### src/irq_vector_pkg.sv
// Shared constants for the interrupt enable and vectoring block
package irq_vector_pkg;

	// Register addresses on the core's special register port
	localparam logic [7:0]  ENABLE_ADDR     = 8'ha8;
	localparam logic [7:0]  KERNEL_EN_ADDR  = 8'he8;

	// Interrupt enable field positions
	localparam int          TIMER0_BIT      = 1;
	localparam int          TIMER1_BIT      = 3;
	localparam int          SERIAL_BIT      = 4;
	localparam int          MERGED_BIT      = 5;
	localparam int          GLOBAL_BIT      = 7;
	localparam int          KERNEL_BIT      = 0;

	// Writable bits; reserved bits stay zero
	localparam logic [7:0]  ENABLE_WR_MASK  = 8'hba;
	localparam logic [7:0]  KERNEL_EN_MASK  = 8'h01;
	localparam logic [7:0]  ENABLE_RESET    = 8'h00;
	localparam logic [7:0]  KERNEL_EN_RESET = 8'h00;

	// Source indices on the request vector
	localparam int          SRC_COUNT       = 5;
	localparam int          SRC_IDX_W       = 3;
	localparam logic [2:0]  SRC_TIMER0      = 3'h0;
	localparam logic [2:0]  SRC_TIMER1      = 3'h1;
	localparam logic [2:0]  SRC_SERIAL      = 3'h2;
	localparam logic [2:0]  SRC_MERGED      = 3'h3;
	localparam logic [2:0]  SRC_KERNEL      = 3'h4;

	// Relocated firmware vectors
	localparam logic [15:0] FW_RESET_VEC    = 16'h2000;
	localparam logic [15:0] TIMER0_VEC      = 16'h200b;
	localparam logic [15:0] TIMER1_VEC      = 16'h201b;
	localparam logic [15:0] SERIAL_VEC      = 16'h2023;
	localparam logic [15:0] MERGED_VEC      = 16'h202b;
	localparam logic [15:0] KERNEL_VEC      = 16'h2033;

	// Extra boot-code instruction cycles before the merged vector
	localparam int          MERGED_EXTRA_CYCLES = 8;

endpackage

### src/irq_vector_ctrl.sv
// Interrupt enable registers, merged line and relocated vectoring
`timescale 1ns/1ns
`default_nettype none
////////////////////////////////////////////////////////////////////////////////
// Summary of operation
// - Timer-0, timer-1 and serial sources supported, plus extra lines five and six.
// - Line six carries the real-time kernel tick interrupt.
// - All non-standard internal sources are ORed into line five.
// - External pin interrupts zero and one never request service.
// - Serviced interrupts jump to the relocated vectors at 0x20xx.
// - Line five waits eight extra instruction cycles before its vector.
// - After reset and finished download, jump to 0x2000.
// - Power-up or watchdog reset clears the interrupt control registers.
// - USB bus reset also clears them while propagate enable is set.
// - Enable bit 1 gates timer-0.
// - Enable bit 3 gates timer-1.
// - Enable bit 4 gates the serial port.
// - Enable bit 5 gates merged line five.
// - Enable bit 7 is a global gate over every source.
// - Line five is level sensitive, active low, while any internal source pends.
module irq_vector_ctrl
	import irq_vector_pkg::*;
#(
	parameter int INT_SRC_N      = 8,
	parameter int CLKS_PER_INSTR = 4
) (
	input  wire logic                                clk,
	input  wire logic                                resetn,
	input  wire logic                                usb_bus_reset,
	input  wire logic                                usb_reset_propagate_enable,
	input  wire logic [7:0]                          sfr_addr,
	input  wire logic                                sfr_wr,
	input  wire logic                                sfr_rd,
	input  wire logic [7:0]                          sfr_wdata,
	output logic      [7:0]                          sfr_rdata,
	input  wire logic                                timer_zero_pending,
	input  wire logic                                timer_one_pending,
	input  wire logic                                serial_port_pending,
	input  wire logic [INT_SRC_N-1:0]                internal_pending,
	input  wire logic                                kernel_tick_pending,
	output logic      [irq_vector_pkg::SRC_COUNT-1:0] irq_request,
	output logic                                     merged_internal_irq_line_n,
	output logic                                     external_pin_irq_zero,
	output logic                                     external_pin_irq_one,
	input  wire logic                                download_done,
	input  wire logic                                service_req,
	input  wire logic [irq_vector_pkg::SRC_IDX_W-1:0] service_src,
	output logic                                     jump_valid,
	output logic      [15:0]                         jump_addr
);
	import irq_vector_pkg::*;

	typedef enum logic [1:0] {BOOT_WAIT, RUN, MERGED_DELAY} flow_type;

	// Relocated vector per serviced source
	function automatic logic [15:0] vector_of(input logic [2:0] src);
		logic [15:0] v;
		v = FW_RESET_VEC;
		case (src)
			SRC_TIMER0: v = TIMER0_VEC;
			SRC_TIMER1: v = TIMER1_VEC;
			SRC_SERIAL: v = SERIAL_VEC;
			SRC_MERGED: v = MERGED_VEC;
			SRC_KERNEL: v = KERNEL_VEC;
			default:    v = FW_RESET_VEC;
		endcase
		return v;
	endfunction

	////////////////////////////////////////////////////////////////////////////
	// Register file

	logic [7:0] interrupt_enable_q;
	logic [7:0] interrupt_enable_d;
	logic [7:0] kernel_enable_q;
	logic [7:0] kernel_enable_d;
	logic [7:0] rdata_q;
	logic [7:0] rdata_d;
	logic       soft_clear;

	// USB reset only reaches these registers when propagation is enabled
	assign soft_clear = usb_bus_reset & usb_reset_propagate_enable;

	// Masked writes keep reserved bits at zero
	always_comb begin
		interrupt_enable_d = interrupt_enable_q;
		kernel_enable_d    = kernel_enable_q;
		rdata_d            = 8'h00;
		if (soft_clear) begin
			interrupt_enable_d = ENABLE_RESET;
			kernel_enable_d    = KERNEL_EN_RESET;
		end else if (sfr_wr) begin
			if (sfr_addr == ENABLE_ADDR) begin
				interrupt_enable_d = sfr_wdata & ENABLE_WR_MASK;
			end
			if (sfr_addr == KERNEL_EN_ADDR) begin
				kernel_enable_d = sfr_wdata & KERNEL_EN_MASK;
			end
		end
		// Unmapped addresses read as zero
		if (sfr_rd) begin
			case (sfr_addr)
				ENABLE_ADDR:    rdata_d = interrupt_enable_q;
				KERNEL_EN_ADDR: rdata_d = kernel_enable_q;
				default:        rdata_d = 8'h00;
			endcase
		end
	end

	always_ff @(posedge clk) begin
		if (!resetn) begin
			interrupt_enable_q <= ENABLE_RESET;
			kernel_enable_q    <= KERNEL_EN_RESET;
			rdata_q            <= 8'h00;
		end else begin
			interrupt_enable_q <= interrupt_enable_d;
			kernel_enable_q    <= kernel_enable_d;
			rdata_q            <= rdata_d;
		end
	end

	assign sfr_rdata = rdata_q;

	////////////////////////////////////////////////////////////////////////////
	// Merged line, unused pin sources, gating

	logic                 merged_line_n_q;
	logic                 merged_line_n_d;
	logic                 ext_zero_q;
	logic                 ext_one_q;
	logic [SRC_COUNT-1:0] src_pending;
	logic [SRC_COUNT-1:0] src_enable;

	// Level, not edge: stays low as long as any internal source pends
	always_comb begin
		merged_line_n_d = ~(|internal_pending);
	end

	always_ff @(posedge clk) begin
		if (!resetn) begin
			merged_line_n_q <= 1'b1;
			ext_zero_q      <= 1'b0;
			ext_one_q       <= 1'b0;
		end else begin
			merged_line_n_q <= merged_line_n_d;
			ext_zero_q      <= 1'b0;
			ext_one_q       <= 1'b0;
		end
	end

	assign merged_internal_irq_line_n = merged_line_n_q;
	assign external_pin_irq_zero      = ext_zero_q;
	assign external_pin_irq_one       = ext_one_q;

	// Source order matches the package indices
	always_comb begin
		src_pending = {kernel_tick_pending, ~merged_line_n_q,
			serial_port_pending, timer_one_pending, timer_zero_pending};
		src_enable  = {kernel_enable_q[KERNEL_BIT],
			interrupt_enable_q[MERGED_BIT],
			interrupt_enable_q[SERIAL_BIT],
			interrupt_enable_q[TIMER1_BIT],
			interrupt_enable_q[TIMER0_BIT]};
	end

	irq_gate #(
		.N(SRC_COUNT)
	) u_gate (
		.clk      (clk),
		.resetn   (resetn),
		.pending  (src_pending),
		.enable   (src_enable),
		.global_en(interrupt_enable_q[GLOBAL_BIT]),
		.request  (irq_request)
	);

	////////////////////////////////////////////////////////////////////////////
	// Vectoring sequence

	flow_type    state_q;
	flow_type    state_d;
	logic [2:0]  extra_q;
	logic [2:0]  extra_d;
	logic        jump_valid_q;
	logic        jump_valid_d;
	logic [15:0] jump_addr_q;
	logic [15:0] jump_addr_d;
	logic        instr_tick;

	instr_tick_gen #(
		.CLKS_PER_INSTR(CLKS_PER_INSTR)
	) u_tick (
		.clk   (clk),
		.resetn(resetn),
		.run   (state_q == MERGED_DELAY),
		.tick  (instr_tick)
	);

	// Service requests outside RUN are ignored; the core waits for jump_valid
	always_comb begin
		state_d      = state_q;
		extra_d      = extra_q;
		jump_valid_d = 1'b0;
		jump_addr_d  = jump_addr_q;
		case (state_q)
			BOOT_WAIT: begin
				if (download_done) begin
					jump_valid_d = 1'b1;
					jump_addr_d  = FW_RESET_VEC;
					state_d      = RUN;
				end
			end
			RUN: begin
				if (service_req) begin
					if (service_src == SRC_MERGED) begin
						extra_d = 3'h0;
						state_d = MERGED_DELAY;
					end else if (service_src <= SRC_KERNEL) begin
						jump_valid_d = 1'b1;
						jump_addr_d  = vector_of(service_src);
					end
				end
			end
			MERGED_DELAY: begin
				if (instr_tick) begin
					if (extra_q == 3'(MERGED_EXTRA_CYCLES - 1)) begin
						jump_valid_d = 1'b1;
						jump_addr_d  = vector_of(SRC_MERGED);
						state_d      = RUN;
					end else begin
						extra_d = extra_q + 3'h1;
					end
				end
			end
			default: begin
				state_d = BOOT_WAIT;
			end
		endcase
	end

	always_ff @(posedge clk) begin
		if (!resetn) begin
			state_q      <= BOOT_WAIT;
			extra_q      <= 3'h0;
			jump_valid_q <= 1'b0;
			jump_addr_q  <= 16'h0000;
		end else begin
			state_q      <= state_d;
			extra_q      <= extra_d;
			jump_valid_q <= jump_valid_d;
			jump_addr_q  <= jump_addr_d;
		end
	end

	assign jump_valid = jump_valid_q;
	assign jump_addr  = jump_addr_q;

	////////////////////////////////////////////////////////////////////////////
	// Checks

	// Helper: cycles spent in the merged delay
	logic [15:0] delay_len_q;
	always_ff @(posedge clk) begin
		if (!resetn) begin
			delay_len_q <= 16'h0000;
		end else if (state_q == RUN && service_req && service_src == SRC_MERGED) begin
			delay_len_q <= 16'h0000;
		end else if (state_q == MERGED_DELAY) begin
			delay_len_q <= delay_len_q + 16'h0001;
		end
	end

	reserved_zero_a: assert property (@(posedge clk) disable iff (!resetn)
		(interrupt_enable_q & ~ENABLE_WR_MASK) == 8'h00)
		else $error("reserved enable bits not zero");

	global_gate_a: assert property (@(posedge clk) disable iff (!resetn)
		!interrupt_enable_q[GLOBAL_BIT] |=> irq_request == '0)
		else $error("request passed with global gate off");

	timer0_gate_a: assert property (@(posedge clk) disable iff (!resetn)
		$past(resetn) |-> irq_request[SRC_TIMER0] == ($past(timer_zero_pending)
			& $past(interrupt_enable_q[TIMER0_BIT]) & $past(interrupt_enable_q[GLOBAL_BIT])))
		else $error("timer-0 request wrong");

	merged_level_a: assert property (@(posedge clk) disable iff (!resetn)
		(|internal_pending) |=> !merged_internal_irq_line_n)
		else $error("merged line not low while pending");

	pins_quiet_a: assert property (@(posedge clk) disable iff (!resetn)
		!external_pin_irq_zero && !external_pin_irq_one)
		else $error("external pin interrupt requested");

	usb_clear_a: assert property (@(posedge clk) disable iff (!resetn)
		soft_clear |=> interrupt_enable_q == ENABLE_RESET && kernel_enable_q == KERNEL_EN_RESET)
		else $error("usb reset did not clear enables");

	boot_jump_a: assert property (@(posedge clk) disable iff (!resetn)
		state_q == BOOT_WAIT && download_done |=> jump_valid && jump_addr == FW_RESET_VEC)
		else $error("boot jump wrong");

	timer1_vec_a: assert property (@(posedge clk) disable iff (!resetn)
		state_q == RUN && service_req && service_src == SRC_TIMER1
		|=> jump_valid && jump_addr == 16'h201b)
		else $error("timer-1 vector wrong");

	merged_delay_a: assert property (@(posedge clk) disable iff (!resetn)
		jump_valid && $past(state_q) == MERGED_DELAY
		|-> delay_len_q == 16'(MERGED_EXTRA_CYCLES * CLKS_PER_INSTR + 1)
			&& jump_addr == MERGED_VEC)
		else $error("merged delay length wrong");

endmodule
`default_nettype wire

### src/instr_tick_gen.sv
// Instruction-cycle enable pulse divider
`timescale 1ns/1ns
`default_nettype none
module instr_tick_gen #(
	parameter int CLKS_PER_INSTR = 4
) (
	input  wire logic clk,
	input  wire logic resetn,
	input  wire logic run,
	output logic      tick
);
	localparam int CW = (CLKS_PER_INSTR > 1) ? $clog2(CLKS_PER_INSTR) : 1;

	logic [CW-1:0] cnt_q;
	logic [CW-1:0] cnt_d;
	logic          tick_q;
	logic          tick_d;

	// Restart whenever idle so every delay starts phase-aligned
	always_comb begin
		cnt_d  = '0;
		tick_d = 1'b0;
		if (run) begin
			if (cnt_q == CW'(CLKS_PER_INSTR - 1)) begin
				tick_d = 1'b1;
			end else begin
				cnt_d = cnt_q + 1'b1;
			end
		end
	end

	always_ff @(posedge clk) begin
		if (!resetn) begin
			cnt_q  <= '0;
			tick_q <= 1'b0;
		end else begin
			cnt_q  <= cnt_d;
			tick_q <= tick_d;
		end
	end

	assign tick = tick_q;
endmodule
`default_nettype wire

### src/irq_gate.sv
// Per-source enable gating with a global gate, registered
`timescale 1ns/1ns
`default_nettype none
module irq_gate #(
	parameter int N = 5
) (
	input  wire logic         clk,
	input  wire logic         resetn,
	input  wire logic [N-1:0] pending,
	input  wire logic [N-1:0] enable,
	input  wire logic         global_en,
	output logic      [N-1:0] request
);
	logic [N-1:0] req_q;
	logic [N-1:0] req_d;

	// All three terms must hold in the same cycle
	genvar g;
	generate
		for (g = 0; g < N; g++) begin : g_src
			always_comb begin
				req_d[g] = pending[g] & enable[g] & global_en;
			end
		end
	endgenerate

	always_ff @(posedge clk) begin
		if (!resetn) begin
			req_q <= '0;
		end else begin
			req_q <= req_d;
		end
	end

	assign request = req_q;
endmodule
`default_nettype wire

### config.mk
export PLATFORM = sky130hd
export DESIGN_NAME = irq_vector_ctrl
export DESIGN_NICKNAME = d
export VERILOG_FILES = /design/src/irq_vector_pkg.sv /design/src/irq_vector_ctrl.sv /design/src/instr_tick_gen.sv /design/src/irq_gate.sv
export SDC_FILE = /design/constraint.sdc
export NUM_CORES = 1
export LEC_CHECK = 0
export BUFFER_PORTS_ARGS = -buffer_cell sky130_fd_sc_hd__buf_2
export CAP_MARGIN = 10
export CORE_MARGIN = 4
export CORE_UTILIZATION = 46
export DETAILED_ROUTE_END_ITERATION = 12
export GPL_ROUTABILITY_DRIVEN = 0
export GPL_TIMING_DRIVEN = 0
export PLACE_DENSITY = 0.79
export SYNTH_ARGS = -nofsm -noshare
export SYNTH_HDL_FRONTEND = slang
export SYNTH_SLANG_ARGS = --single-unit
### constraint.sdc
create_clock -name clk -period 1.85 [get_ports clk]
set_clock_uncertainty 0.05 [all_clocks]
set_input_delay 0.185 -clock clk [delete_from_list [all_inputs] [get_ports clk]]
set_output_delay 0.185 -clock clk [all_outputs]
set_load 0.03 [all_outputs]
# Yosys cells after proc, flatten, opt, wreduce, memory -nomap -nowiden
# Index checks and enable logic that the tools add are counted.
# totals
wordCells,89
input_bits,39
out_inout_bits,33
register_bits,45
# op_classes
n_eq_ne,18
order_cmp,1
n_reduce_logical,14
n_mux,28
bitwise_logic,15
n_addsub,2
# ops
op,count
$mux W16,6
$pmux W16 S3,1
$pmux W6 S4,1
$eq A8 B8 Y1 const B,2
$ne A2 B2 Y1 const B,8
$pmux W8 S2,1
$mux W3,4
$and A1 B1 Y1,11
$mux W2,5
$reduce_and A5 Y1,2
$reduce_and A2 Y1,4
$reduce_or A8 Y1,1
$mux W1,7
$reduce_and A7 Y1,1
$eq A3 B2 Y1 const B,2
$eq A3 B3 Y1 const B,2
$pmux W2 S3,1
$pmux W3 S2,1
$eq A2 B2 Y1 const B,2
$not A1 Y1,4
$add A3 B1 Y3 const B,1
$eq A3 B1 Y1 const B,1
$le A3 B3 Y1 const B,1
$logic_not A3 Y1,1
8 further kinds,8

# Longest topological paths before layout
# Gate-level depths: netlist (run 1).
# logic_depth
ltp_word,6
depth_mapped,7
mapped_depth_nobuf,6

# Modules after synthesis
# From an unflattened synthesis (run 1), not the netlist that was laid out.
# hier_totals
hier_cells,153
area_unflattened_um2,1511.4
# modules_own_cells
mod,seq_area_each_um2,cells_each,n_inst,area_each_um2
irq_vector_ctrl,480.5,136,1,1263.7
irq_gate,100.1,10,1,143.9
instr_tick_gen,60.1,7,1,103.8

# Worst setup path after synthesis (run 1)
# Ideal clock, no wire load.
# synth_timing
path_kind,flip-flop to flip-flop
startpoint,register state_q[1]
endpoint,register state_q[0]
arrival_ns,1.582
synth_period_minus_slack_ns,1.702
n_path_buf,1
stages_incl_launch_ff,8
required_ns,1.730
setup_time_ns,0.070
slack_ns,0.148
path_cell_list,dfxtp_1 -> inv_1 -> ha_1 -> buf_6 -> nand2b_4 -> o2111ai_4 -> or4_1 -> a21oi_1
# synth_between
elab_chain_len,3
elab_cells_between_ends,10
cone_classes,eq/ne (7); mux (1); reduce/logical (2)
# synth_rtl
element,line_no,rtl
from (decl),irq_vector_ctrl.sv:180,flow_type state_q;
from (signal assigned),irq_vector_ctrl.sv:248,state_q <= state_d;
$eq A2 B2 Y1 (tied with other cells),irq_vector_ctrl.sv:205,case (state_q)
$ne A2 B2 Y1 (no line),--,
$reduce_and A5 Y1 (no line),--,
# Parallel ways exist; a longest one is shown, timed or not.
# A chain may end at the register's enable or synchronous reset.

# Worst setup path after layout (run 1)
# Ends and elaborated chain as after synthesis.

==> results of run 1 <==
==> cell usage in the layout (no fill, tap or decap), types with 2 or more instances in the layout <==
cell type / count
ha_2: 2
nor2_1: 9
dfxtp_1: 29
clkbuf_4: 5
conb_1: 14
o211ai_1: 2
inv_1: 5
dfxtp_2: 3
nor3b_1: 3
nand4b_1: 2
a21oi_1: 4
nand4_1: 5
mux2i_1: 10
o21a_1: 2
and3_1: 5
nand2_1: 10
or4_1: 3
ha_1: 5
clkbuf_1: 2
buf_4: 16
buf_2: 55
o21ai_0: 7
nand2b_4: 3
and2_1: 6
==> layout make-up <==
| class | instances | area share (%) |
|---|---|---|
| Inverter | 5 | 0.940 |
| Buffer | 19 | 6.89 |
| Sequential cell | 32 | 32.3 |
| Clock buffer | 6 | 2.07 |
| Tap cell | 44 | 2.76 |
| Clock inverter | 2 | 1.75 |
| Timing Repair Buffer | 55 | 13.9 |
| Multi-Input combinational cell | 110 | 39.4 |
==> state kept, by name, summed over array words and instances, names as in the netlist, 2 cells and up <==
register / flops
jump_addr: 5
extra_q: 3
interrupt_enable_q: 5
u_tick.cnt_q: 2
state_q: 2
sfr_rdata: 6
u_gate.request: 5
==> worst max-delay path, delay by kind of cell, from the launching register on <==
kind | cells | cell delay (ns)
compound gates | 2 | 0.29
fa+ha+maj | 1 | 0.19
buf+inv | 2 | 0.21
flops | 1 | 0.34
simple gates | 2 | 0.64
==> report_power, final <==
part	total, mW	leakage, nW	internal [mW]	switching, mW
combinational	0.646	0.719	0.278	0.368
clock	0.511	0.0422	0.283	0.228
sequential	0.752	0.260	0.730	0.0224
==> per-stage QoR <==
stage | power (mW) | util [%] | setup TNS, ns | cell area (µm²) | hold WS [ns]
floorplan | 1.25 | - | 0 | 1570 | 0.256
global placement | 1.38 | 61.0 | 0 | 1890 | 0.366
detailed placement | 1.39 | 61.0 | 0 | 1890 | 0.372
CTS | 1.90 | 63.5 | 0 | 1970 | 0.0174
global route | 2.03 | 64.4 | -0.000861 | 2000 | 0.0269
finish | 1.91 | 64.4 | 0 | 2000 | 0.0313
==> cell families (layout without fill, tap and decap cells) <==
| kind of cell | after synthesis | after routing |
|---|---|---|
| compound gates | 23 | 23 |
| mux | 10 | 10 |
| xor+xnor | 2 | 2 |
| fa+ha+maj | 8 | 8 |
| flops | 32 | 32 |
| simple gates | 53 | 53 |
| other cells | 1 | 14 |
| buf+inv | 24 | 87 |
==> how the worst min path moves through the flow <==
stage | start | to | slack, ns
2_1_floorplan | sfr_addr[6] | sfr_rdata[0] | 0.26
3_3_place_gp | serial_port_pending | u_gate.request[2] | 0.37
3_5_place_dp | timer_zero_pending | u_gate.request[0] | 0.37
4_1_cts | serial_port_pending | u_gate.request[2] | 0.02
5_1_grt | timer_zero_pending | u_gate.request[0] | 0.03
6_report | timer_one_pending | u_gate.request[1] | 0.03
==> routing by layer <==
metal  wire length [µm]  vias up  part of all wire [%]
met2               1600       40                    51
met3                229        4                   7.3
li1                   -      657                     -
met1               1250      552                    40
met4                 42        0                   1.3
met5                  0        -                     0
==> what timing repair did <==
| item | CTS | global route |
|---|---|---|
| buffers inserted | 0 | 1 |
| pin swaps | 0 | 1 |
| endpoints found under the setup margin | 1 | 6 |
| resized for setup | 1 | 6 |
==> qor.csv, run 1 <==
metric,value,unit
place_worst_setup_slack,0.0299,ns
drt-initial-drc-count,53,
grt_pass1_vias,1218,
crit_fanout,10,
synth_cells,153,
syn_area_per_cell,9.93,µm²
worstSetupStartpoint,state_q[1],
endpoint,state_q[0],
setup_viol_count_final,0,
grt.met2_usage,25.5,%
antenna_found_initial,0,
drtPass1Iterations,4,
yosys.area.top_type_share,42.2,%
fin_nets,274,
synth-edff-count,0,
grt_overflow,0,
period_needed,1.77,ns
cts_root_buffer,clkbuf_4,
timing.rr.end,state_q[0],
routedWlPerCell,11.4,µm
power.density,956,nW/µm²
end_kind,flip-flop,
cts_num_sinks,32,
fmax,0.565,GHz
hold_viol,0,
ys.flop_type,dfxtp_1,
wl,3.12,mm
die_h,65.5,µm
worstPathCellList,"inv_1, ha_1, buf_6, nand2b_4, o2111ai_4, or4_1, a21oi_2",
synthXorXnorAreaFrac,1.15,%
grt_use_met3,4.96,%
core_area,3100,µm²
cap_viol_max_count,0,
whs_path_depth,2,
synth_most_common_cell,dfxtp_1,
met1_usage,17.5,%
drive_above_1_share,41.0,%
grt_pass1_wl,5.09,mm
leakage,1.02,nW
areaGrowthSynthToFinish,31.5,%
synth_top_cell_by_area,dfxtp_1,
groute.usage.overall,15.2,%
avgViaCountPerCell,4.59,
hpwl,2.48,mm
cts.clk_slew.worst_paths,0.09,ns
arrival,1.98,ns
syn_area,1520,µm²
cts_tree,built,
outcome,"finished, final reports clean",
htreeDepth,2,
ir_worst_vdd,0.518,mV
clk_latency,0.33,ns
multi_input_area,787,µm²
synth_compound_gate_area_share,11.9,%
synth_seq_area_share,42.2,%
portBuffers,54,
async_flop_share,0,%
worst-setup-path-type,reg -> reg,
synth_mux_area_share,6.59,%
min_path_type,in -> reg,
die_w,65.5,µm
yosys.area_share.simple,21.2,%
slowest_stage,or4_1,
stdcell_count,273,
reg2reg_slack,0.08,ns
worstPathRequired,2.06,ns
antennaDiodeCount,0,
dp.cells,264,
grt_start_max_net_pins,11,
clk_path_buf_depth,2,
ant_nets,0,
finalMaxSlewViolations,0,
critical_path.max_stage_delay,0.55,ns
fillCellCount,302,
period_share,95.6,%
synth_area_leaders,"dfxtp_1 42%, buf_4 7.4%, mux2i_1 6.6%",
synth_common_cells,"32 x dfxtp_1, 15 x buf_4, 10 x mux2i_1, 10 x nand2_1, 9 x nor2_1",
ioPinCount,72,
yosysWarnings,0,
r2r.worst_path.cells,7,
ys_types,41,
reg2reg_from,state_q[1],
cp-start-kind,flip-flop,
initial_utilization,49.0,%
std_cell_rows,20,
num_vias,1253,
ys_seq_elements,32,
fin_ws,0.0805,ns
numCtsBuffers,5,
die_area,4290,µm²
ff_latch_area,644,µm²
synthAdderAreaFrac,6.51,%
hold_buffers,0,
synth_top_family_by_area,simple AND/OR/NAND/NOR gates,
grt.busiest_layer,met2,
route.detailed.drc,0,
Note: power is estimated with default switching activity, not from simulation.
==> inputs of run 2 (changes only) <==
--- a/config.mk
+++ b/config.mk
@@ -13,6 +13,7 @@
 export GPL_ROUTABILITY_DRIVEN = 0
 export GPL_TIMING_DRIVEN = 0
 export PLACE_DENSITY = 0.79
+export RECOVER_POWER = 25
 export SYNTH_ARGS = -nofsm -noshare
 export SYNTH_HDL_FRONTEND = slang
 export SYNTH_SLANG_ARGS = --single-unit
==> run 2 against run 1 <==
- critical path depth unchanged
- sequential share of layout area about the same
- via count up 0.16%
- die area unchanged
- critical path type unchanged
- largest power group unchanged
- non-clock buffer count unchanged
- power about the same
- critical endpoint unchanged
- highest routed layer unchanged
- largest cell class unchanged
- sequential cell count unchanged
- clock power about the same
- routed wire length unchanged
- fmax about the same
==> qor.csv, run 2 (synthesis gave the netlist of run 1 again) <==
metric,value,unit
period_share,95.6,%
ff_latch_area,644,µm²
timing.rr.end,state_q[0],
cp_num_cells,7,
stdcell_count,273,
pwr-share-clk,26.8,%
hpwl,2.48,mm
p_sw_share,32.4,%
hold_buffers,0,
layout_common_cells,"54 x buf_2, 29 x dfxtp_1, 16 x buf_4",
r2r.worst_path.cells,7,
ant_nets,0,
antenna_found_initial,0,
clk_latency,0.33,ns
setup_viol_count_final,0,
cts.clk_slew.worst_paths,0.09,ns
fillCellCount,303,
reg2reg_slack,0.08,ns
initial_utilization,49.0,%
ioPinCount,72,
hold_viol,0,
critical-path-top-delay-family,simple AND/OR/NAND/NOR gates,
pwr-share-seq,39.4,%
multi_input_area,787,µm²
p_comb_share,33.9,%
cts_root_buffer,clkbuf_4,
route.detailed.drc,0,
drtPass1Iterations,4,
avgViaCountPerCell,4.60,
crit_fanout,10,
totalPowerFinal,1.91,mW
arrival,1.98,ns
critical_path.max_stage_delay,0.55,ns
cap_viol_max_count,0,
power.density,957,nW/µm²
worstPathRequired,2.06,ns
groute.usage.overall,15.2,%
worstSetupStartpoint,state_q[1],
wl,3.12,mm
routedWlPerCell,11.4,µm
end_kind,flip-flop,
largest_register_ffs,6,
die_h,65.5,µm
leakage,1.01,nW
portBuffers,54,
period_needed,1.77,ns
drt-initial-drc-count,53,
p_int,1.29,mW
clk_path_buf_depth,2,
outcome,"finished, final reports clean",
grt_start_max_net_pins,11,
fmax,0.565,GHz
numCtsBuffers,5,
tns,0,ns
core_area,3100,µm²
reg2reg_from,state_q[1],
cts_num_sinks,32,
drive_above_1_share,40.6,%
die_w,65.5,µm
fin_nets,274,
cp-start-kind,flip-flop,
worstPathCellList,"inv_1, ha_1, buf_6, nand2b_4, o2111ai_4, or4_1, a21oi_2",
power_switching,618,µW
endpoint,state_q[0],
min_path_type,in -> reg,
grt_pass1_vias,1218,
worst-setup-path-type,reg -> reg,
finalMaxSlewViolations,0,
areaGrowthSynthToFinish,31.4,%
cts_tree,built,
grt_pass1_wl,5.09,mm
num_vias,1255,
worst-path-buf-inv,2,
ir_worst_vdd,0.518,mV
die_area,4290,µm²
dp.cells,264,
htreeDepth,2,
grt_overflow,0,
std_cell_rows,20,
slowest_stage,or4_1,
final_common_cell,buf_2,
antennaDiodeCount,0,
## run 2: how the worst min path moves through the flow
stage / start / endpoint / slack, ns / cells past startpoint
after floorplan: sfr_addr[6] / sfr_rdata[0] / 0.26 / 2
after global placement: serial_port_pending / u_gate.request[2] / 0.37 / 2
after detailed placement: timer_zero_pending / u_gate.request[0] / 0.37 / 2
after CTS: serial_port_pending / u_gate.request[2] / 0.02 / 2
after global routing: timer_zero_pending / u_gate.request[0] / 0.03 / 2
final: timer_zero_pending / u_gate.request[0] / 0.03 / 2
## run 2: cell type report
type	count	area share, %
clock buffers	6	2.07
multi-input cells	110	39.4
clock inverters	2	1.76
well taps	44	2.76
plain buffers	19	6.90
flip-flops and latches	32	32.3
inverters	5	0.940
repair buffers	55	13.9
## run 2: timing repair
action	4_1_cts	5_1_grt
pin swaps	0	1
buffers inserted	0	1
endpoints found under the setup margin	1	6
gates resized for setup	1	6
## run 2: power groups by stage
stage               registers [mW]  clock network (mW)  logic [mW]
finish                       0.752               0.511       0.647
global route                 0.755               0.564       0.708
CTS                          0.752               0.528       0.622
detailed placement           0.766                   0       0.620
global placement             0.765                   0       0.615
floorplan                    0.804                   0       0.447
## run 2: through the flow
step / utilization, % / hold slack (ns) / cell area, µm² / setup slack (ns)
floorplan: - / 0.256 / 1570 / 0.148
global placement: 61.0 / 0.366 / 1890 / 0.0633
detailed placement: 61.0 / 0.372 / 1890 / 0.0299
CTS: 63.5 / 0.0174 / 1970 / 0.0297
global route: 64.3 / 0.0269 / 2000 / -0.000861
finish: 64.3 / 0.0316 / 2000 / 0.0811
## run 2: per-layer routing
layer  wire length, µm  track usage (%)
met5                 0                0
met4                42             6.74
met3               229             4.96
met2              1600             25.5
met1              1260             17.5
==> inputs of run 3 (changes only) <==
==> constraint.sdc (replaced) <==
create_clock -name clk -period 1.8 [get_ports clk]
set_clock_uncertainty 0.05 [all_clocks]
set_input_delay 0.18 -clock clk [delete_from_list [all_inputs] [get_ports clk]]
set_output_delay 0.18 -clock clk [all_outputs]
set_load 0.03 [all_outputs]
==> run 3 against run 2 <==
- die area stayed put
- power is 3.8% higher
- design area is 1.2% higher
- first-iteration DRC count is 5.7% lower
- clock power is 3% higher
- critical path depth is 1 lower
- clock-buffer cell count stayed put
- non-clock buffer count is 2 higher
- combinational power is 5.7% higher
- critical endpoint is now state_q[1]
==> qor.csv, run 3 (synthesis gave the netlist of run 1 again) <==
metric,value,unit
drt-met1-wl,1.27,mm
grt_pass1_vias,1219,
wl,3.14,mm
ioPinCount,72,
finalMaxSlewViolations,0,
groute.usage.overall,15.3,%
die_w,65.5,µm
ir_worst_vdd,0.523,mV
largest_register_ffs,6,
areaGrowthSynthToFinish,32.9,%
end_kind,flip-flop,
fin_nets,276,
die_h,65.5,µm
period_share,93.8,%
drtPass1Iterations,4,
totalPowerFinal,1.98,mW
place_worst_setup_slack,-0.0201,ns
antenna_found_initial,0,
fmax,0.592,GHz
htreeDepth,2,
crit_fanout,5,
fillCellCount,297,
num_vias,1264,
grt_start_max_net_pins,11,
power.density,982,nW/µm²
arrival,1.90,ns
clk_latency,0.33,ns
period_needed,1.69,ns
std_cell_rows,20,
grt_pass1_wl,5.14,mm
fin_ws,0.112,ns
reg2reg_from,extra_q[0],
setup_viol_count_final,0,
hpwl,2.48,mm
cts_root_buffer,clkbuf_4,
cts.clk_slew.worst_paths,0.10,ns
die_area,4290,µm²
routedWlPerCell,11.4,µm
route.detailed.drc,0,
layout_common_cells,"54 x buf_2, 28 x dfxtp_1, 18 x buf_4",
final_cell_area,2020,µm²
clk_path_buf_depth,2,
avgViaCountPerCell,4.60,
reg2reg_slack,0.11,ns
cts_num_sinks,32,
worst-path-buf-inv,0,
rsz0062_at_grt,false,
antennaDiodeCount,0,
cap_viol_max_count,0,
hold_buffers,0,
critical-path-top-delay-family,simple AND/OR/NAND/NOR gates,
worstSetupStartpoint,extra_q[0],
cp-start-kind,flip-flop,
numCtsBuffers,5,
critical_path.max_stage_delay,0.48,ns
hp-start,timer_zero_pending,
worst-setup-path-type,reg -> reg,
core_area,3100,µm²
min_path_type,in -> reg,
dpl_cell_area,1890,µm²
drt-initial-drc-count,50,
portBuffers,54,
wl_met3,229,µm
outcome,"finished, final reports clean",
worstPathCellList,"ha_1, ha_2, nand2b_4, o2111ai_4, or3b_2, a21oi_2",
cts_tree,built,
drive_above_1_share,42.4,%
grt_overflow,0,
hold_viol,0,
slowest_stage,or3b_2,
met2WireLength,1.60,mm
initial_utilization,49.0,%
leakage,1.03,nW
worstPathRequired,2.01,ns
top_layer,met4,
ant_nets,0,
final_common_cell,buf_2,
==> run 3: changes by cell type in the layout (fill, tap and decap cells not counted), sizes merged <==
cell,previous run,this run
buf,71,73
==> run 3: per-stage QoR <==
stage                     util [%]  hold slack [ns]  TNS, ns  std cells
after floorplan                  -            0.251        0        166
after global placement        61.0            0.361        0        264
after detailed placement      61.0            0.367  -0.0534        264
after CTS                     64.1           0.0124        0        273
after global routing          65.1           0.0219        0        275
final                         65.1           0.0266        0        275
==> run 3: worst paths after layout <==
kind,endpoint,depth (start not counted)
worst max-delay path,state_q[1],6
worst min-delay path,u_gate.request[0],2
worst max register to register,state_q[1],6
worst min register to register,u_tick.cnt_q[0],1
==> run 3: layout make-up <==
type | instances | area [µm²] | area share [%]
Multi-Input combinational cell | 110 | 795 | 39.3
Inverter | 5 | 18.8 | 0.929
Tap cell | 44 | 55.1 | 2.73
Clock buffer | 6 | 41.3 | 2.04
Sequential cell | 32 | 646 | 32.0
Timing Repair Buffer | 57 | 292 | 14.4
Buffer | 19 | 138 | 6.82
Clock inverter | 2 | 35.0 | 1.73
==> run 3: what timing repair did <==
item	in CTS	in global routing
endpoints found under the hold margin	0	0
setup buffers	1	2
gates resized for setup	3	7
endpoints found under the setup margin	5	7
pin swaps	0	4
==> run 3: worst reg2reg max path, delay by kind of cell, from the launching register on <==
family / cells / cell delay, ns
compound gates: 2 / 0.29
fa+ha+maj: 2 / 0.33
flops: 1 / 0.34
simple gates: 2 / 0.62
==> run 3: routing by layer <==
metal | GRT usage, % | vias to the layer above
li1 | - | 662
met1 | 17.7 | 560
met2 | 25.8 | 38
met3 | 4.96 | 4
met4 | 6.74 | 0
met5 | 0 | -
==> run 3: power by group <==
part,switching (mW),leakage [nW],internal (mW)
Sequential,0.0218,0.261,0.750
Combinational,0.386,0.724,0.298
Clock,0.236,0.0422,0.291
